$ cat config.mk
export PLATFORM = sky130hd
export DESIGN_NAME = ldpt_timer
export DESIGN_NICKNAME = d
export VERILOG_FILES = /design/src/inc/ldpt_pkg.sv /design/src/rtl/ldpt_prediv.sv /design/src/rtl/ldpt_sync.sv /design/src/rtl/ldpt_timer.sv
export SDC_FILE = /design/constraint.sdc
export NUM_CORES = 1
export LEC_CHECK = 0
export ABC_AREA = 0
export BUFFER_PORTS_ARGS = -buffer_cell sky130_fd_sc_hd__buf_2
export CAP_MARGIN = 20
export CORE_ASPECT_RATIO = 1.2
export CORE_MARGIN = 2
export CORE_UTILIZATION = 45
export DETAILED_ROUTE_END_ITERATION = 12
export PLACE_DENSITY = 0.76
export RECOVER_POWER = 50
export SETUP_SLACK_MARGIN = 0.4
export SYNTH_ARGS = -nofsm -noshare
export SYNTH_HDL_FRONTEND = slang
export SYNTH_SLANG_ARGS = --single-unit
$ cat constraint.sdc
create_clock -name clk -period 4.21 [get_ports clk]
set_input_delay 1.263 -clock clk [delete_from_list [all_inputs] [get_ports clk]]
set_output_delay 1.263 -clock clk [all_outputs]
set_load 0.1 [all_outputs]
$ cat src/inc/ldpt_pkg.sv
// Register map, field layout and timing constants for the long duration periodic timer
package ldpt_pkg;

	localparam logic [2:0] LDPT_ADDR_BYTE0 = 3'h0;
	localparam logic [2:0] LDPT_ADDR_BYTE1 = 3'h1;
	localparam logic [2:0] LDPT_ADDR_BYTE2 = 3'h2;
	localparam logic [2:0] LDPT_ADDR_BYTE3 = 3'h3;
	localparam logic [2:0] LDPT_ADDR_CTRL  = 3'h4;

	localparam int LDPT_BIT_RUN  = 0;
	localparam int LDPT_BIT_MODE = 1;
	localparam int LDPT_BIT_FLAG = 4;
	localparam int LDPT_BIT_CSEL = 5;

	localparam logic [31:0] LDPT_COUNT_ZERO = 32'h0000_0000;
	localparam logic [31:0] LDPT_COUNT_ONE  = 32'h0000_0001;
	localparam logic [31:0] LDPT_COUNT_MAX  = 32'hffff_ffff;
	localparam logic [2:0]  LDPT_MODE_ZERO  = 3'h0;
	localparam logic [7:0]  LDPT_BYTE_ZERO  = 8'h00;

	// Fast source clock is divided by this before counting
	localparam int          LDPT_FAST_DIV   = 4;
	localparam logic [1:0]  LDPT_DIV_LAST   = 2'(LDPT_FAST_DIV - 1);
	localparam logic [1:0]  LDPT_DIV_ZERO   = 2'h0;

	// Count clock reference for the periodic rates, in Hz
	localparam int LDPT_REF_HZ = 1000000;

	typedef enum logic [2:0]
	{
		LDPT_ELAPSED   = 3'b000,
		LDPT_TICK_100  = 3'b001,
		LDPT_TICK_200  = 3'b010,
		LDPT_TICK_500  = 3'b011,
		LDPT_TICK_1K   = 3'b100,
		LDPT_TICK_2K   = 3'b101,
		LDPT_TICK_5K   = 3'b110,
		LDPT_TICK_10K  = 3'b111
	} ldpt_mode_e;

	// Byte-wide register port request
	typedef struct packed
	{
		logic       rd;
		logic       wr;
		logic [2:0] addr;
		logic [7:0] wdata;
	} ldpt_req_s;

	// Control fields held by the block
	typedef struct packed
	{
		logic       csel;
		logic       flag;
		ldpt_mode_e mode;
		logic       run;
	} ldpt_ctrl_s;

endpackage

$ cat src/rtl/ldpt_prediv.sv
// Divide-by-four enable for the fast source clock edges
`timescale 1ns/10ps
module ldpt_prediv
import ldpt_pkg::*;
(
	input  wire logic clk,
	input  wire logic rst,
	input  wire logic edge_in,
	output logic      tick
);
	logic [1:0] phase;

	always_ff @(posedge clk or posedge rst)
	begin
		if (rst)
			phase <= LDPT_DIV_ZERO;
		else if (edge_in)
			phase <= (phase == LDPT_DIV_LAST) ? LDPT_DIV_ZERO : 2'(phase + 2'h1);
	end

	assign tick = edge_in & (phase == LDPT_DIV_LAST);
endmodule

$ cat src/rtl/ldpt_sync.sv
// Two-flop synchroniser with rising edge pulse for an external clock pin
`timescale 1ns/10ps
module ldpt_sync
(
	input  wire logic clk,
	input  wire logic rst,
	input  wire logic pin,
	output logic      rise
);
	logic meta;
	logic stable;
	logic prev;

	always_ff @(posedge clk or posedge rst)
	begin
		if (rst)
		begin
			meta   <= 1'b0;
			stable <= 1'b0;
			prev   <= 1'b0;
		end
		else
		begin
			meta   <= pin;
			stable <= meta;
			prev   <= stable;
		end
	end

	assign rise = stable & ~prev;
endmodule

$ cat src/rtl/ldpt_timer.sv
// Long duration periodic timer: 32-bit count, snapshot, byte register port
`timescale 1ns/10ps
module ldpt_timer
import ldpt_pkg::*;
(
	input  wire logic        clk,
	input  wire logic        rst,
	input  wire logic        por,
	input  wire logic        fast_source_clock,
	input  wire logic        slow_source_clock,
	input  wire ldpt_req_s   req,
	output logic [7:0]       rdata,
	output logic             irq,
	output logic [31:0]      count_value
);
	import ldpt_pkg::*;

	// Count cycles per interval at the 1MHz reference, minus one
	function automatic logic [31:0] ldpt_terminal(input ldpt_mode_e m);
		logic [31:0] t;
		t = LDPT_COUNT_MAX;
		case (m)
			LDPT_TICK_100: t = 32'(LDPT_REF_HZ / 100 - 1);
			LDPT_TICK_200: t = 32'(LDPT_REF_HZ / 200 - 1);
			LDPT_TICK_500: t = 32'(LDPT_REF_HZ / 500 - 1);
			LDPT_TICK_1K:  t = 32'(LDPT_REF_HZ / 1000 - 1);
			LDPT_TICK_2K:  t = 32'(LDPT_REF_HZ / 2000 - 1);
			LDPT_TICK_5K:  t = 32'(LDPT_REF_HZ / 5000 - 1);
			LDPT_TICK_10K: t = 32'(LDPT_REF_HZ / 10000 - 1);
			default:       t = LDPT_COUNT_MAX;
		endcase
		return t;
	endfunction

	// Byte lane select for a count address
	function automatic logic [3:0] ldpt_lane(input logic [2:0] a);
		logic [3:0] l;
		l = 4'h0;
		if (a <= LDPT_ADDR_BYTE3)
			l = 4'h1 << a[1:0];
		return l;
	endfunction

	logic [31:0] count;
	logic [31:0] snapshot;
	ldpt_ctrl_s  ctrl;
	logic [7:0]  next_rdata;

	wire logic        fast_rise;
	wire logic        slow_rise;
	wire logic        fast_tick;
	wire logic        count_tick;
	wire logic [31:0] terminal;
	wire logic        at_terminal;
	wire logic        event_hit;
	wire logic [3:0]  wr_lane;
	wire logic [3:0]  rd_lane;
	wire logic        wr_ctrl;
	wire logic        rd_low;
	wire logic [31:0] loaded;

	ldpt_sync u_fast_sync
	(
		.clk  (clk),
		.rst  (rst),
		.pin  (fast_source_clock),
		.rise (fast_rise)
	);

	ldpt_sync u_slow_sync
	(
		.clk  (clk),
		.rst  (rst),
		.pin  (slow_source_clock),
		.rise (slow_rise)
	);

	ldpt_prediv u_prediv
	(
		.clk     (clk),
		.rst     (rst),
		.edge_in (fast_rise),
		.tick    (fast_tick)
	);

	assign count_tick = ctrl.csel ? slow_rise : fast_tick;

	assign terminal    = ldpt_terminal(ctrl.mode);
	assign at_terminal = (count == terminal);
	assign event_hit   = ctrl.run & count_tick & at_terminal;

	assign wr_lane = req.wr ? ldpt_lane(req.addr) : 4'h0;
	assign rd_lane = req.rd ? ldpt_lane(req.addr) : 4'h0;
	assign wr_ctrl = req.wr & (req.addr == LDPT_ADDR_CTRL);
	assign rd_low  = req.rd & (req.addr == LDPT_ADDR_BYTE0);

	genvar g;
	generate
		for (g = 0; g < 4; g++)
		begin : g_lane
			assign loaded[g*8 +: 8] = wr_lane[g] ? req.wdata : count[g*8 +: 8];
		end
	endgenerate

	always_ff @(posedge clk or posedge por)
	begin
		if (por)
			count <= LDPT_COUNT_ZERO;
		else if (|wr_lane)
			count <= loaded;
		else if (ctrl.run & count_tick)
			count <= at_terminal ? LDPT_COUNT_ZERO : 32'(count + LDPT_COUNT_ONE);
	end

	always_ff @(posedge clk or posedge por)
	begin
		if (por)
			snapshot <= LDPT_COUNT_ZERO;
		else if (rd_low)
			snapshot <= count;
	end

	always_ff @(posedge clk or posedge rst)
	begin
		if (rst)
		begin
			ctrl.run  <= 1'b0;
			ctrl.mode <= LDPT_ELAPSED;
			ctrl.csel <= 1'b0;
			ctrl.flag <= 1'b0;
		end
		else
		begin
			if (wr_ctrl)
			begin
				ctrl.run  <= req.wdata[LDPT_BIT_RUN];
				ctrl.mode <= ldpt_mode_e'(req.wdata[LDPT_BIT_MODE +: 3]);
				ctrl.csel <= req.wdata[LDPT_BIT_CSEL];
			end
			if (event_hit)
				ctrl.flag <= 1'b1;
			else if (wr_ctrl & ~req.wdata[LDPT_BIT_FLAG])
				ctrl.flag <= 1'b0;
		end
	end

	// low read returns newly captured byte
	always_comb
	begin
		next_rdata = LDPT_BYTE_ZERO;
		if (rd_low)
			next_rdata = count[7:0];
		else if (|rd_lane)
			next_rdata = snapshot[req.addr[1:0]*8 +: 8];
		else if (req.rd & (req.addr == LDPT_ADDR_CTRL))
			next_rdata = {2'b00, ctrl};
	end

	always_ff @(posedge clk or posedge rst)
	begin
		if (rst)
			rdata <= LDPT_BYTE_ZERO;
		else if (req.rd)
			rdata <= next_rdata;
	end

	assign irq = ctrl.flag;

	always_ff @(posedge clk or posedge por)
	begin
		if (por)
			count_value <= LDPT_COUNT_ZERO;
		else
			count_value <= count;
	end
endmodule
# Word-level counts from Yosys, hierarchy flattened
# Index checks and enable logic that the tools add are counted.
word_totals:
  ff_bits: 118
  out_inout_bits: 41
  wordCells: 76
classes:
  addsub: 2
  magnitude_cmp: 1
  n_eq_ne: 14
  shift: 2
  muxes: 18
  bitwise: 12
  n_reduce_logical: 9
op_table:
  columns: ["op", "count"]
  rows:
  - ["one-hot mux 32 bit (7 select lines)", 1]
  - ["2-to-1 mux 32 bit", 3]
  - ["2-to-1 mux 8 bit", 6]
  - ["adder 32 x 1 -> 32 bit (second input constant)", 1]
  - ["== test 32 bit", 1]
  - ["indexed part select 32 x 6 -> 8 bit", 1]
  - ["== test 3 bit (second input constant)", 5]
  - ["2-to-1 mux 4 bit", 3]
  - ["AND 1 bit", 9]
  - ["inequality test 2 bit (second input constant)", 4]
  - ["AND reduction 2 bit", 4]
  - ["OR reduction 4 bit", 2]
  - ["== test 3 x 2 -> 1 bit (second input constant)", 2]
  - ["2-to-1 mux 6 bit", 1]
  - ["nonzero test 2 bit", 2]
  - ["<< shifter 1 x 2 -> 4 bit (first input constant)", 1]
  - ["== test 3 x 1 -> 1 bit (second input constant)", 1]
  - ["less-or-equal comparator 3 x 2 -> 1 bit (second input constant)", 1]
  - ["logical NOT 3 bit", 1]
  - ["2-to-1 mux 1 bit", 3]
  - ["NOT 1 bit", 3]
  - ["adder 2 x 1 -> 2 bit (second input constant)", 1]
  - ["== test 2 bit (second input constant)", 1]
  - ["2-to-1 mux 2 bit", 1]

# Logic depth before layout (Yosys ltp)
# Gate-level depths: netlist of the first run.
logic_depth:
  word_depth: 7
  ltp_mapped: 9
  mapped_depth_nobuf: 7

# By module
# Synthesis of the first run repeated with hierarchy kept, for this count alone.
hier_totals:
  cells_unflattened: 575
  area_unflattened_um2: 5343.9
by_module_without_submodules:
  columns: ["mod", "n_inst", "cells_per_inst", "area_per_inst_um2", "seq_area_each_um2"]
  rows:
  - ["ldpt_timer", 1, 557, 5058.6, 2552.4]
  - ["ldpt_sync", 2, 5, 92.6, 75.1]
  - ["ldpt_prediv", 1, 8, 100.1, 50.0]

# Worst setup path before layout of the first run
# OpenSTA, ideal clock, no wires.
synth_timing:
  path_kind: "in2reg"
  startpoint: "in req[10] (netlist bit)"
  endpoint: "reg count[19]"
  setup_ps: 143
  arrival_ps: 2728
  path_slack_ps: 1339
  path_stages: 8
  n_path_buf: 3
  path_cell_list: "nand2b_1 -> clkbuf_1 -> or3_1 -> and2_0 -> clkbuf_1 -> clkbuf_1 -> a221oi_2 -> o221ai_1"
synth_via:
  elab_chain_cells: 6
  elab_cells_between_ends: 8
  classes_between: "1 x order compare; 1 x eq/ne; 3 x mux; 3 x reduce/logical"
synth_lines:
  columns: ["element", "line", "rtl"]
  rows:
  - ["start, declared", "ldpt_timer.sv:11", "input wire ldpt_req_s req,"]
  - ["less-or-equal comparator 3 x 2 -> 1 bit *", "ldpt_timer.sv:39", "if (a <= LDPT_ADDR_BYTE3)"]
  - ["2-to-1 mux 4 bit *", "ldpt_timer.sv:39", null]
  - ["2-to-1 mux 4 bit *", "ldpt_timer.sv:92", "assign wr_lane = req.wr ? ldpt_lane(req.addr) : 4'h0;"]
  - ["OR reduction 4 bit", "ldpt_timer.sv:109", "else if (|wr_lane)"]
  - ["inequality test 2 bit (no line) / nonzero test 2 bit (equally long branches)", null, null]
  - ["AND reduction 2 bit (no line)", null, null]
  - ["end signal, assigned", "ldpt_timer.sv:110", "count <= loaded;"]
  - ["end signal, assigned", "ldpt_timer.sv:112", "count <= at_terminal ? LDPT_COUNT_ZERO : 32'(count + LDPT_COUNT_ONE);"]
  - ["end, declared", "ldpt_timer.sv:44", "logic [31:0] count;"]
# Every way passes the cells marked *; elsewhere a longest branch is shown, timed or not.
# A chain may end at the register's enable or synchronous reset.

==> results of run 1 <==
-- where the power goes --
part | internal [W] | switching, W
sequential | 0.00122 | 0.000213
combinational | 0.000274 | 0.000771
clock | 0.000494 | 0.000426
total | 0.00198 | 0.00141
-- registers in the layout, summed over array words and instances (netlist names) --
name / cells
count: 32
ctrl: 5
u_fast_sync.stable: 1
u_fast_sync.meta: 1
irq: 1
u_slow_sync.stable: 1
u_prediv.phase: 2
snapshot: 24
count_value: 32
rdata: 8
u_slow_sync.prev: 1
u_slow_sync.meta: 1
u_fast_sync.prev: 1
-- cells in the final DEF, fill, tap and decap left out, drive strengths merged, types with 3 or more instances in the layout --
| cell | instances |
|---|---|
| nand2 | 50 |
| nand3 | 23 |
| and2 | 5 |
| buf | 63 |
| mux2 | 30 |
| or4 | 5 |
| inv | 20 |
| o21ai | 16 |
| a31oi | 4 |
| o221ai | 9 |
| a21o | 3 |
| nand4 | 11 |
| or3 | 9 |
| a32oi | 3 |
| and3 | 6 |
| dfrtp | 110 |
| nand2b | 8 |
| mux4 | 8 |
| clkbuf | 11 |
| a21oi | 35 |
| a221oi | 8 |
| nor3 | 19 |
| o31ai | 6 |
| nor2 | 44 |
| and4 | 5 |
| nor4 | 14 |
| o211ai | 13 |
| xnor2 | 3 |
| xor2 | 4 |
| o31a | 5 |
-- cells by family after synthesis --
kind of cell | count (synthesis) | share of synthesized area [%]
compound gates | 122 | 16.14
xor+xnor | 7 | 1.078
fa+ha+maj | 2 | 0.4398
buf+inv | 57 | 4.442
flops | 110 | 48.38
mux | 39 | 9.281
simple gates | 214 | 20.23
-- metrics by stage --
stage / cell area (um2) / hold WS (ns) / instances / worst slack [ns]
6_report: 6370 / 0.3528 / 755 / 1.223
5_1_grt: 6370 / 0.3595 / 755 / 0.7902
4_1_cts: 6385 / 0.3537 / 755 / 1.298
3_5_place_dp: 6062 / 0.3356 / 739 / 0.9344
3_3_place_gp: 6062 / 0.3320 / 739 / 0.9834
2_1_floorplan: 5689 / 0.3312 / 551 / 0.6684
-- path summary, 6_finish.rpt --
| kind | from | endpoint | slack [ns] | cells past startpoint |
|---|---|---|---|---|
| worst min-delay path | u_slow_sync.meta | u_slow_sync.stable | 0.35 | 0 |
| worst min register to register | u_slow_sync.meta | u_slow_sync.stable | 0.35 | 0 |
| worst max-delay path | por | count_value[9] | 1.22 | 3 |
| worst max register to register | ctrl[2] | count[20] | 1.25 | 6 |
| min in group asynchronous | rst | rdata[6] | 1.04 | 2 |
| max in group clk | ctrl[2] | count[20] | 1.25 | 6 |
-- layout make-up --
type	instances	area, um2	share of cell area [%]
inverters	17	65.06	1.021
flip-flops and latches	110	2753	43.21
clock buffers	10	239.0	3.752
well taps	164	205.2	3.221
clock inverters	6	83.83	1.316
multi-input cells	384	2691	42.25
repair buffers	64	332.8	5.225
-- synthesized netlist by cell type, types with 11 or more instances --
library cell | count | area share (%)
nor3_1 | 19 | 1.7
nand3_1 | 21 | 1.8
o211ai_1 | 12 | 1.6
nor2_1 | 43 | 2.8
nand2_1 | 48 | 3.2
a21oi_1 | 32 | 2.8
dfrtp_1 | 110 | 48
o21ai_0 | 14 | 1.2
buf_2 | 12 | 1.1
nor4_1 | 14 | 1.5
inv_1 | 17 | 1.1
mux2_2 | 30 | 5.9
nand4_1 | 11 | 1.2
clkbuf_1 | 20 | 1.3
-- metal layers --
layer	vias up	global-route usage, %
met5	-	0
met4	0	13.98
met3	61	3.724
met2	226	39.08
met1	2360	31.11
li1	2119	-
-- critical path, cell delays in order --
cell        delay (ns)
buf_2             0.10
clkinvlp_2        0.05
clkbuf_2          1.50
==> run_summary.xml, run 1 <==
<?xml version="1.0" encoding="UTF-8"?>
<metrics>
  <group name="yosys">
    <metric name="synthesis.nets" unit="">571</metric>
    <metric name="part_of_the_yosys_area_used_for_sequential_elements" unit="%">48.38</metric>
    <metric name="ys.warnings.count" unit="">0</metric>
    <metric name="syn-cell-area" unit="um2">5689</metric>
    <metric name="synth_ff_type" unit="">dfrtp_1</metric>
    <metric name="async_reset_ff_share" unit="%">100.0</metric>
    <metric name="synth.distinct_cells" unit="">79</metric>
    <metric name="synthesis.instances" unit="">551</metric>
    <metric name="postSynthAreaPerCell" unit="um2">10.33</metric>
    <metric name="synth-edff-count" unit="">0</metric>
    <metric name="postSynthRegisterBits" unit="">110</metric>
  </group>
  <group name="worst_setup_path">
    <metric name="worst_ep_required_time" unit="ns">4.24</metric>
    <metric name="worst-path-max-fanout" unit="">88</metric>
    <metric name="worstSetupPathType" unit="">in -&gt; async</metric>
    <metric name="critical_path.endpoint_type" unit="">async pin</metric>
    <metric name="crit_arrival" unit="ns">3.01</metric>
    <metric name="setup.worst_path.start_class" unit="">primary input</metric>
  </group>
  <group name="cells_and_area">
    <metric name="area_delta_synth_final" unit="%">11.96</metric>
    <metric name="final_net_count" unit="">606</metric>
    <metric name="diodes" unit="">0</metric>
    <metric name="layout-drive-gt1-share" unit="%">25.38</metric>
    <metric name="fill_cells" unit="">1157</metric>
    <metric name="post-route-util" unit="%">50.96</metric>
  </group>
  <group name="cts">
    <metric name="cts-resized-gates" unit="">0</metric>
    <metric name="worst_setup_hold_path_clk_slew" unit="ns">0.08</metric>
    <metric name="clk_latency" unit="ns">0.36</metric>
    <metric name="clock_tree_buf_depth" unit="">2</metric>
    <metric name="cts_tree" unit="">yes</metric>
    <metric name="cts_post_setup_buffers_inserted" unit="">0</metric>
    <metric name="tritoncts.num_buffers" unit="">9</metric>
    <metric name="root_buffer" unit="">clkbuf_16</metric>
    <metric name="holdBufCountCts" unit="">0</metric>
    <metric name="cts_num_sinks" unit="">110</metric>
    <metric name="htree_num_levels" unit="">3</metric>
  </group>
  <group name="global_route">
    <metric name="grt_first_pass_wirelength" unit="mm">25.18</metric>
    <metric name="antenna_violations_before_repair" unit="">0</metric>
    <metric name="grtUsageTotal" unit="%">24.25</metric>
    <metric name="first_global_vias" unit="">4595</metric>
    <metric name="global_route.overflow_total" unit="">0</metric>
    <metric name="grt_start_max_net_pins" unit="">89</metric>
  </group>
  <group name="floorplan">
    <metric name="floorplan.initialDensity" unit="%">45.52</metric>
    <metric name="die-width" unit="um">106.6</metric>
    <metric name="design.die.area" unit="um2">13560</metric>
    <metric name="die_h" unit="um">127.2</metric>
    <metric name="core" unit="um2">12500</metric>
    <metric name="fp-row-count" unit="">45</metric>
    <metric name="design.portCount" unit="">59</metric>
  </group>
  <group name="power">
    <metric name="ir_drop" unit="mV">0.3711</metric>
    <metric name="pwr_total" unit="W">0.003394</metric>
    <metric name="p_per_area" unit="nW/um2">532.9</metric>
    <metric name="power.leakage" unit="nW">2.522</metric>
  </group>
  <group name="detailed_routing">
    <metric name="route.final.wire_length" unit="mm">15.95</metric>
    <metric name="dr_total_vias" unit="">4766</metric>
    <metric name="wl_met3" unit="mm">1.036</metric>
    <metric name="detail_route.iter0.violations" unit="">417</metric>
    <metric name="remaining_drc_errors" unit="">0</metric>
    <metric name="topRoutingLayerUsed" unit="">met4</metric>
    <metric name="total_iterations_of_the_first_detailed_routing_run" unit="">6</metric>
    <metric name="via_per_inst" unit="">6.313</metric>
    <metric name="drtAntennaViolNets" unit="">0</metric>
    <metric name="drt-met1-wl" unit="mm">6.361</metric>
    <metric name="met2_wirelength" unit="mm">7.856</metric>
    <metric name="avgRoutedWirePerCell" unit="um">21.13</metric>
  </group>
  <group name="placement">
    <metric name="dpl.hpwl" unit="mm">10.93</metric>
    <metric name="finalWeightedCongestion" unit="">0.9146</metric>
    <metric name="io_buffer_count" unit="">58</metric>
  </group>
  <group name="timing">
    <metric name="finalWorstPathRequiredPeriod" unit="ns">2.987</metric>
    <metric name="timing.max_slew.rel_slack" unit="%">-45.22</metric>
    <metric name="worst_pin_slew" unit="ns">2.178</metric>
    <metric name="layout_worst_path_cycle_share" unit="%">70.95</metric>
    <metric name="timing_hold_violations_final" unit="">0</metric>
    <metric name="report.final.setup_viol" unit="">0</metric>
    <metric name="highest_clock_rate" unit="GHz">0.3348</metric>
    <metric name="final-max-slew-violation-count" unit="">89</metric>
    <metric name="grt_setup_unrepaired" unit="">false</metric>
    <metric name="clock_skew" unit="ns">0.01077</metric>
    <metric name="fin_setup_tns" unit="ns">0</metric>
  </group>
  <group name="worst_hold_path">
    <metric name="worst_hold_path_type" unit="">reg -&gt; reg</metric>
  </group>
  <group name="status">
    <metric name="outcome" unit="">finished with violations</metric>
    <metric name="failing_checks" unit="">max-capacitance violations, max-slew violations</metric>
  </group>
  <group name="flow_run">
    <metric name="max_cap_viol_count" unit="">1</metric>
  </group>
</metrics>
(Power assumes the default switching activity.)
==> inputs of run 2 (changes only) <==
--- a/config.mk
+++ b/config.mk
@@ -5,14 +5,14 @@
 export SDC_FILE = /design/constraint.sdc
 export NUM_CORES = 1
 export LEC_CHECK = 0
-export ABC_AREA = 0
+export ABC_AREA = 1
 export BUFFER_PORTS_ARGS = -buffer_cell sky130_fd_sc_hd__buf_2
 export CAP_MARGIN = 20
 export CORE_ASPECT_RATIO = 1.2
 export CORE_MARGIN = 2
 export CORE_UTILIZATION = 45
 export DETAILED_ROUTE_END_ITERATION = 12
-export PLACE_DENSITY = 0.76
+export PLACE_DENSITY = 0.78
 export RECOVER_POWER = 50
 export SETUP_SLACK_MARGIN = 0.4
 export SYNTH_ARGS = -nofsm -noshare
==> constraint.sdc (replaced) <==
create_clock -name clk -period 2.6 [get_ports clk]
set_input_delay 0.78 -clock clk [delete_from_list [all_inputs] [get_ports clk]]
set_output_delay 0.78 -clock clk [all_outputs]
set_load 0.1 [all_outputs]
==> run 2 against run 1 <==
The flow now finishes without violations. Wire length is 3.6% higher. Cell count is 29% higher. Critical path depth is 6 higher. Die area grew 1.9%. Design area up 3.9%. Setup slack worse by 0.79 ns. Via count is 9.2% higher. Hold slack got worse by 0.00055 ns. Combinational power increased to 4.5 times the previous value. Global-route usage is 1.4 points higher. Synthesized cell count up 35%. Critical path type is now reg -> reg. Largest cell class unchanged. Largest power group is now combinational cells.
==> run_summary.xml, run 2 <==
<?xml version="1.0" encoding="UTF-8"?>
<metrics>
  <group name="worst_hold_path">
    <metric name="worst_hold_path_type" unit="">reg -&gt; reg</metric>
    <metric name="timing.hold.worst.start" unit="">u_slow_sync.meta</metric>
    <metric name="hold_end" unit="">u_slow_sync.stable</metric>
    <metric name="worstHoldPathCells" unit="">0</metric>
  </group>
  <group name="yosys">
    <metric name="synth_most_common_cell" unit="">nand2_1</metric>
    <metric name="synth.distinct_cells" unit="">40</metric>
    <metric name="synth_ff_type" unit="">dfrtp_1</metric>
    <metric name="netlist_top_cells_count" unit="">nand2_1, nor2_1, dfrtp_1</metric>
    <metric name="synthesis.instances" unit="">744</metric>
    <metric name="post_synth_main_area_contributors" unit="">dfrtp_1, nand2_1, nor2_1, inv_1, nand3_1</metric>
    <metric name="synth_top_family_by_area" unit="">simple AND/OR/NAND/NOR gates</metric>
    <metric name="postSynthRegisterBits" unit="">110</metric>
    <metric name="muxShareOfSynthArea" unit="%">0.1942</metric>
    <metric name="synth-edff-count" unit="">0</metric>
    <metric name="async_reset_ff_share" unit="%">100.0</metric>
    <metric name="synth_fa_ha_area_share" unit="%">0.4315</metric>
    <metric name="postSynthAreaPerCell" unit="um2">7.795</metric>
    <metric name="synthesis.nets" unit="">764</metric>
    <metric name="synth-compound-area-share" unit="%">9.666</metric>
    <metric name="part_of_the_yosys_area_used_for_sequential_elements" unit="%">47.46</metric>
    <metric name="largest_area_contributor_in_the_netlist" unit="">dfrtp_1</metric>
    <metric name="synthDominantCellAreaShare" unit="%">47.46</metric>
    <metric name="synth_xor_xnor_area_share" unit="%">1.963</metric>
    <metric name="syn-cell-area" unit="um2">5799</metric>
    <metric name="ys.warnings.count" unit="">0</metric>
    <metric name="synth-simple-area-share" unit="%">32.97</metric>
  </group>
  <group name="power">
    <metric name="sw_frac_of_total" unit="%">54.55</metric>
    <metric name="proportion_of_power_drawn_by_flip_flops_and_latches" unit="%">33.5</metric>
    <metric name="ir_drop" unit="mV">0.9491</metric>
    <metric name="power.leakage" unit="nW">3.352</metric>
    <metric name="comb_power_share" unit="%">50.4</metric>
    <metric name="p_per_area" unit="nW/um2">1408</metric>
    <metric name="net_switching_power" unit="W">0.005084</metric>
    <metric name="power.clock.fraction" unit="%">16.1</metric>
    <metric name="power_report.internal_total" unit="W">0.004236</metric>
  </group>
  <group name="placement">
    <metric name="io_buffer_count" unit="">58</metric>
    <metric name="finalWeightedCongestion" unit="">0.9535</metric>
    <metric name="dpl.hpwl" unit="mm">12.30</metric>
    <metric name="numPlacedInstances" unit="">958</metric>
    <metric name="pre_cts_ws" unit="ns">0.3347</metric>
  </group>
  <group name="cts">
    <metric name="worst_setup_hold_path_clk_slew" unit="ns">0.07</metric>
    <metric name="clk_latency" unit="ns">0.36</metric>
    <metric name="cts_tree" unit="">yes</metric>
    <metric name="holdBufCountCts" unit="">0</metric>
    <metric name="htree_num_levels" unit="">3</metric>
    <metric name="cts_num_sinks" unit="">110</metric>
    <metric name="root_buffer" unit="">clkbuf_16</metric>
    <metric name="tritoncts.num_buffers" unit="">9</metric>
    <metric name="clock_tree_buf_depth" unit="">2</metric>
  </group>
  <group name="detailed_routing">
    <metric name="detail_route.iter0.violations" unit="">469</metric>
    <metric name="drtAntennaViolNets" unit="">0</metric>
    <metric name="total_iterations_of_the_first_detailed_routing_run" unit="">5</metric>
    <metric name="remaining_drc_errors" unit="">0</metric>
    <metric name="dr_total_vias" unit="">5204</metric>
    <metric name="route.final.wire_length" unit="mm">16.52</metric>
    <metric name="avgRoutedWirePerCell" unit="um">16.94</metric>
    <metric name="via_per_inst" unit="">5.337</metric>
  </group>
  <group name="cells_and_area">
    <metric name="storage_cell_area" unit="um2">2754</metric>
    <metric name="final_cell_mix" unit="">nand2_1, nor2_1, dfrtp_1</metric>
    <metric name="post_layout_nonfiller_instances" unit="">975</metric>
    <metric name="fill_cells" unit="">1232</metric>
    <metric name="layout_commonest_cell" unit="">nand2_1</metric>
    <metric name="layout-drive-gt1-share" unit="%">17.51</metric>
    <metric name="largest_registers" unit="">count (32), count_value (32), snapshot (24)</metric>
    <metric name="post-route-util" unit="%">52.47</metric>
    <metric name="diodes" unit="">0</metric>
    <metric name="final_net_count" unit="">826</metric>
    <metric name="area_delta_synth_final" unit="%">14.11</metric>
    <metric name="multi_input_gate_area_in_the_final_layout" unit="um2">2635</metric>
  </group>
  <group name="worst_setup_path">
    <metric name="crit_arrival" unit="ns">2.46</metric>
    <metric name="critical_path.endpoint_type" unit="">flip-flop</metric>
    <metric name="timing.reg2reg.worst_path_depth" unit="">9</metric>
    <metric name="worst-path-max-fanout" unit="">6</metric>
    <metric name="worst_ep_required_time" unit="ns">2.90</metric>
    <metric name="regToRegStartpoint" unit="">count[0]</metric>
    <metric name="worstSetupStartpoint" unit="">count[0]</metric>
    <metric name="rrSetupSlack" unit="ns">0.44</metric>
    <metric name="worstSetupPathType" unit="">reg -&gt; reg</metric>
    <metric name="setup.worst_path.start_class" unit="">flip-flop</metric>
    <metric name="reg_to_reg_critical_path_endpoint" unit="">count[21]</metric>
  </group>
  <group name="timing">
    <metric name="highest_clock_rate" unit="GHz">0.4620</metric>
    <metric name="layout_setup_ws" unit="ns">0.4356</metric>
    <metric name="grt_setup_unrepaired" unit="">false</metric>
    <metric name="worst_hold_slack" unit="ns">0.3523</metric>
    <metric name="timing_hold_violations_final" unit="">0</metric>
    <metric name="report.final.setup_viol" unit="">0</metric>
    <metric name="finalWorstPathRequiredPeriod" unit="ns">2.164</metric>
    <metric name="layout_worst_path_cycle_share" unit="%">83.24</metric>
    <metric name="fin_setup_tns" unit="ns">0</metric>
    <metric name="final-max-slew-violation-count" unit="">0</metric>
    <metric name="clock_skew" unit="ns">0.006292</metric>
    <metric name="timing.max_slew.rel_slack" unit="%">19.59</metric>
    <metric name="worst_pin_slew" unit="ns">1.206</metric>
  </group>
  <group name="floorplan">
    <metric name="core" unit="um2">12610</metric>
    <metric name="die_h" unit="um">128.4</metric>
    <metric name="die-width" unit="um">107.6</metric>
    <metric name="floorplan.initialDensity" unit="%">45.98</metric>
    <metric name="fp-row-count" unit="">45</metric>
    <metric name="design.portCount" unit="">59</metric>
    <metric name="design.die.area" unit="um2">13810</metric>
  </group>
  <group name="global_route">
    <metric name="global_route.overflow_total" unit="">0</metric>
    <metric name="first_global_vias" unit="">5059</metric>
    <metric name="grt_first_pass_wirelength" unit="mm">26.79</metric>
    <metric name="antenna_violations_before_repair" unit="">0</metric>
    <metric name="grt_start_max_net_pins" unit="">89</metric>
    <metric name="grtUsageTotal" unit="%">25.61</metric>
  </group>
  <group name="status">
    <metric name="outcome" unit="">finished clean</metric>
  </group>
  <group name="flow_run">
    <metric name="max_cap_viol_count" unit="">0</metric>
  </group>
</metrics>
==> run 2: cell types whose count changed in the layout (fill, tap and decap cells not counted), sizes merged, moves of 14 or more <==
cell | previous run | this run
inv | 20 | 83
mux2 | 30 | 1
nand2 | 50 | 205
nand3 | 23 | 64
nor2 | 44 | 132
nor4 | 14 | 0
o21ai | 16 | 39
==> run 2: through the flow <==
stage          power [W]  instance area [um2]
3_5_place_dp    0.007795                 6285
3_3_place_gp    0.007742                 6285
4_1_cts         0.009319                 6606
6_report        0.009320                 6618
5_1_grt         0.009862                 6618
2_1_floorplan   0.006675                 5803
==> run 2: power groups by stage <==
stage               sequential [W]  clock [W]  combinational (W)
finish                     0.00312    0.00150            0.00470
global route               0.00321    0.00160            0.00505
CTS                        0.00310    0.00153            0.00468
detailed placement         0.00312          0            0.00467
global placement           0.00313          0            0.00461
floorplan                  0.00477          0            0.00191
==> run 2: logic make-up after synthesis <==
kind of cell | after synthesis
AND/OR/NAND/NOR | 426
flip-flops | 110
buffers and inverters | 99
AO/OA/AOI/OAI | 93
XOR/XNOR | 13
adder cells (fa/ha/maj) | 2
multiplexers | 1
==> run 2: worst max path at each step <==
stage,to,slack [ns],depth (start not counted)
floorplan,count[15],0.69,8
global placement,count[17],0.39,8
detailed placement,count[21],0.33,8
CTS,count[24],0.43,10
global route,count[21],0.35,9
finish,count[21],0.44,9
==> run 2: timing repair <==
action / 4_1_cts / 5_1_grt
setup endpoints to repair: 0 / 24
setup buffers: 0 / 1
gates resized for setup: 0 / 4
==> run 2: critical path: stages (launching register included) <==
cell,delay [ns]
dfrtp_1,0.39
clkbuf_1,0.35
nand3_1,0.23
inv_1,0.25
nand3_4,0.15
nor2_4,0.20
nand2_1,0.09
xor2_1,0.22
nand3_2,0.11
a21oi_2,0.11
==> run 2: area by class of cell <==
type,count,share of cell area [%]
inverters,82,4.821
flip-flops and latches,110,41.61
well taps,164,3.101
clock inverters,7,1.456
repair buffers,68,5.786
clock buffers,9,3.403
multi-input cells,535,39.82
==> run 2: layer usage <==
metal | global-route usage [%] | up-vias | wire length [um]
met5 | 0 | - | 0
met4 | 14.78 | 0 | 721
met1 | 33.45 | 2460 | 6935
met2 | 40.33 | 196 | 7859
li1 | - | 2509 | -
met3 | 4.255 | 39 | 1004
==> inputs of run 3 (changes only) <==
--- a/config.mk
+++ b/config.mk
@@ -12,7 +12,7 @@
 export CORE_MARGIN = 2
 export CORE_UTILIZATION = 45
 export DETAILED_ROUTE_END_ITERATION = 12
-export PLACE_DENSITY = 0.78
+export PLACE_DENSITY = 0.76
 export RECOVER_POWER = 50
 export SETUP_SLACK_MARGIN = 0.4
 export SYNTH_ARGS = -nofsm -noshare
==> constraint.sdc (replaced) <==
create_clock -name clk -period 2.2 [get_ports clk]
set_input_delay 0.66 -clock clk [delete_from_list [all_inputs] [get_ports clk]]
set_output_delay 0.66 -clock clk [all_outputs]
set_load 0.1 [all_outputs]
==> run 3 against run 2 <==
Count of clock-buffer cells in the layout unchanged. Sequential share of layout area down 1.7 points. Register-to-register slack worse by 0.08 ns. Die area unchanged. First-iteration DRC count up 17%. Sequential power up 18%. Cell count up 2.4%. Setup slack worse by 0.082 ns. Power up 21%. Sequential cell count unchanged. Non-clock buffer count up 22. Largest cell class unchanged. Largest power group unchanged.
==> run_summary.xml, run 3 (synthesis results as in run 2) <==
<?xml version="1.0" encoding="UTF-8"?>
<metrics>
  <group name="timing">
    <metric name="clock_skew" unit="ns">0.01181</metric>
    <metric name="final-max-slew-violation-count" unit="">0</metric>
    <metric name="fin_setup_tns" unit="ns">0</metric>
    <metric name="timing_hold_violations_final" unit="">0</metric>
    <metric name="finalWorstPathRequiredPeriod" unit="ns">1.846</metric>
    <metric name="timing.max_slew.rel_slack" unit="%">17.76</metric>
    <metric name="report.final.setup_viol" unit="">0</metric>
    <metric name="highest_clock_rate" unit="GHz">0.5417</metric>
    <metric name="worst_pin_slew" unit="ns">1.234</metric>
    <metric name="grt_setup_unrepaired" unit="">true</metric>
    <metric name="layout_worst_path_cycle_share" unit="%">83.90</metric>
  </group>
  <group name="detailed_routing">
    <metric name="wl_met3" unit="mm">1.219</metric>
    <metric name="dr_total_vias" unit="">5462</metric>
    <metric name="remaining_drc_errors" unit="">0</metric>
    <metric name="met2_wirelength" unit="mm">7.865</metric>
    <metric name="route.final.wire_length" unit="mm">17.03</metric>
    <metric name="topRoutingLayerUsed" unit="">met4</metric>
    <metric name="drt-met1-wl" unit="mm">6.817</metric>
    <metric name="detail_route.iter0.violations" unit="">547</metric>
    <metric name="avgRoutedWirePerCell" unit="um">17.07</metric>
    <metric name="via_per_inst" unit="">5.473</metric>
    <metric name="drtAntennaViolNets" unit="">0</metric>
    <metric name="total_iterations_of_the_first_detailed_routing_run" unit="">6</metric>
  </group>
  <group name="cts">
    <metric name="clock_tree_buf_depth" unit="">2</metric>
    <metric name="clk_latency" unit="ns">0.37</metric>
    <metric name="worst_setup_hold_path_clk_slew" unit="ns">0.08</metric>
    <metric name="holdBufCountCts" unit="">0</metric>
    <metric name="root_buffer" unit="">clkbuf_16</metric>
    <metric name="htree_num_levels" unit="">3</metric>
    <metric name="cts_num_sinks" unit="">110</metric>
    <metric name="cts_tree" unit="">yes</metric>
    <metric name="tritoncts.num_buffers" unit="">9</metric>
  </group>
  <group name="worst_setup_path">
    <metric name="cp_top_family" unit="">simple AND/OR/NAND/NOR gates</metric>
    <metric name="timing.reg2reg.worst_path_depth" unit="">8</metric>
    <metric name="path_buf_inv" unit="">0</metric>
    <metric name="cp_cell_instances" unit="">nand2_1 -&gt; nor2_4 -&gt; nand3_4 -&gt; nor2_4 -&gt; nand2_1 -&gt; xor2_1 -&gt; nand3_2 -&gt; a21oi_2</metric>
    <metric name="crit_cells" unit="">8</metric>
    <metric name="worst-path-max-fanout" unit="">8</metric>
    <metric name="crit_arrival" unit="ns">2.14</metric>
    <metric name="worst_ep_required_time" unit="ns">2.50</metric>
    <metric name="worstSetupPathType" unit="">reg -&gt; reg</metric>
    <metric name="critical_path.endpoint_type" unit="">flip-flop</metric>
    <metric name="setup.worst_path.start_class" unit="">flip-flop</metric>
    <metric name="cpMaxStageDelayCell" unit="">dfrtp_1</metric>
    <metric name="largest_stage_delay_on_the_critical_path" unit="ns">0.60</metric>
  </group>
  <group name="global_route">
    <metric name="grtUsageTotal" unit="%">25.23</metric>
    <metric name="first_global_vias" unit="">5071</metric>
    <metric name="global_route.overflow_total" unit="">0</metric>
    <metric name="grt_first_pass_wirelength" unit="mm">26.73</metric>
    <metric name="grt_start_max_net_pins" unit="">89</metric>
    <metric name="antenna_violations_before_repair" unit="">0</metric>
  </group>
  <group name="power">
    <metric name="power.leakage" unit="nW">3.462</metric>
    <metric name="p_per_area" unit="nW/um2">1637</metric>
    <metric name="ir_drop" unit="mV">0.8690</metric>
    <metric name="pwr_total" unit="W">0.01130</metric>
  </group>
  <group name="cells_and_area">
    <metric name="final_cell_mix" unit="">nand2_1, nor2_1, dfrtp_1</metric>
    <metric name="largest_registers" unit="">count (32), count_value (32), snapshot (24)</metric>
    <metric name="layout-drive-gt1-share" unit="%">23.14</metric>
    <metric name="layout_commonest_cell" unit="">nand2_1</metric>
    <metric name="diodes" unit="">0</metric>
    <metric name="final_net_count" unit="">849</metric>
    <metric name="area_delta_synth_final" unit="%">19.03</metric>
  </group>
  <group name="floorplan">
    <metric name="design.die.area" unit="um2">13810</metric>
    <metric name="core" unit="um2">12610</metric>
    <metric name="design.portCount" unit="">59</metric>
    <metric name="die-width" unit="um">107.6</metric>
    <metric name="floorplan.initialDensity" unit="%">45.98</metric>
    <metric name="fp-row-count" unit="">45</metric>
    <metric name="die_h" unit="um">128.4</metric>
  </group>
  <group name="worst_hold_path">
    <metric name="worst_hold_path_type" unit="">reg -&gt; reg</metric>
    <metric name="worstHoldPathCells" unit="">0</metric>
  </group>
  <group name="status">
    <metric name="outcome" unit="">finished clean</metric>
  </group>
  <group name="placement">
    <metric name="finalWeightedCongestion" unit="">0.9437</metric>
    <metric name="dpl.hpwl" unit="mm">11.96</metric>
    <metric name="io_buffer_count" unit="">58</metric>
  </group>
  <group name="flow_run">
    <metric name="max_cap_viol_count" unit="">0</metric>
  </group>
</metrics>
## run 3: through the flow
stage	setup WS [ns]	utilization (%)	area (um2)	std cells	hold slack, ns
final	0.3541	54.73	6903	998	0.3762
after global routing	0.1992	54.73	6903	998	0.3785
after CTS	0.4008	53.00	6684	982	0.3783
after detailed placement	0.09280	49.97	6302	962	0.3465
after global placement	0.1426	49.97	6302	962	0.3367
after floorplan	0.4066	-	5803	744	0.3312
## run 3: layer usage
layer	track usage, %	vias up
met4	16.29	0
met2	39.22	299
met5	0	-
met3	2.837	84
met1	33.56	2526
li1	-	2553
## run 3: final cells by class
| type | count | area (um2) |
|---|---|---|
| multi-input combinational | 536 | 2748 |
| clock buffer | 9 | 225.2 |
| fill | 1182 | 5709 |
| tap | 164 | 205.2 |
| sequential | 110 | 2758 |
| clock inverter | 7 | 68.82 |
| timing repair buffer | 90 | 571.8 |
| inverter | 82 | 326.6 |
## run 3: final timing paths
check / to / slack (ns) / start
worst max register to register: count[21] / 0.35 / count[5]
worst min register to register: u_slow_sync.stable / 0.38 / u_slow_sync.meta
max in group asynchronous: count[25] / 0.61 / por
worst max-delay path: count[21] / 0.35 / count[5]
worst min-delay path: u_slow_sync.stable / 0.38 / u_slow_sync.meta
min in group asynchronous: rdata[0] / 0.44 / rst
## run 3: where the power goes
part           leakage, nW  total, W  switching (W)  internal (W)
combinational         2.07   0.00599        0.00454       0.00145
sequential            1.25   0.00368       0.000884       0.00280
clock                0.147   0.00164       0.000826      0.000810
total                 3.46    0.0113        0.00625       0.00506
## run 3: what timing repair did
item | CTS | global route
endpoints found under the setup margin | 37 | 54
setup buffers | 4 | 15
cloned | 0 | 1
pin swaps | 1 | 8
gates resized for setup | 17 | 66
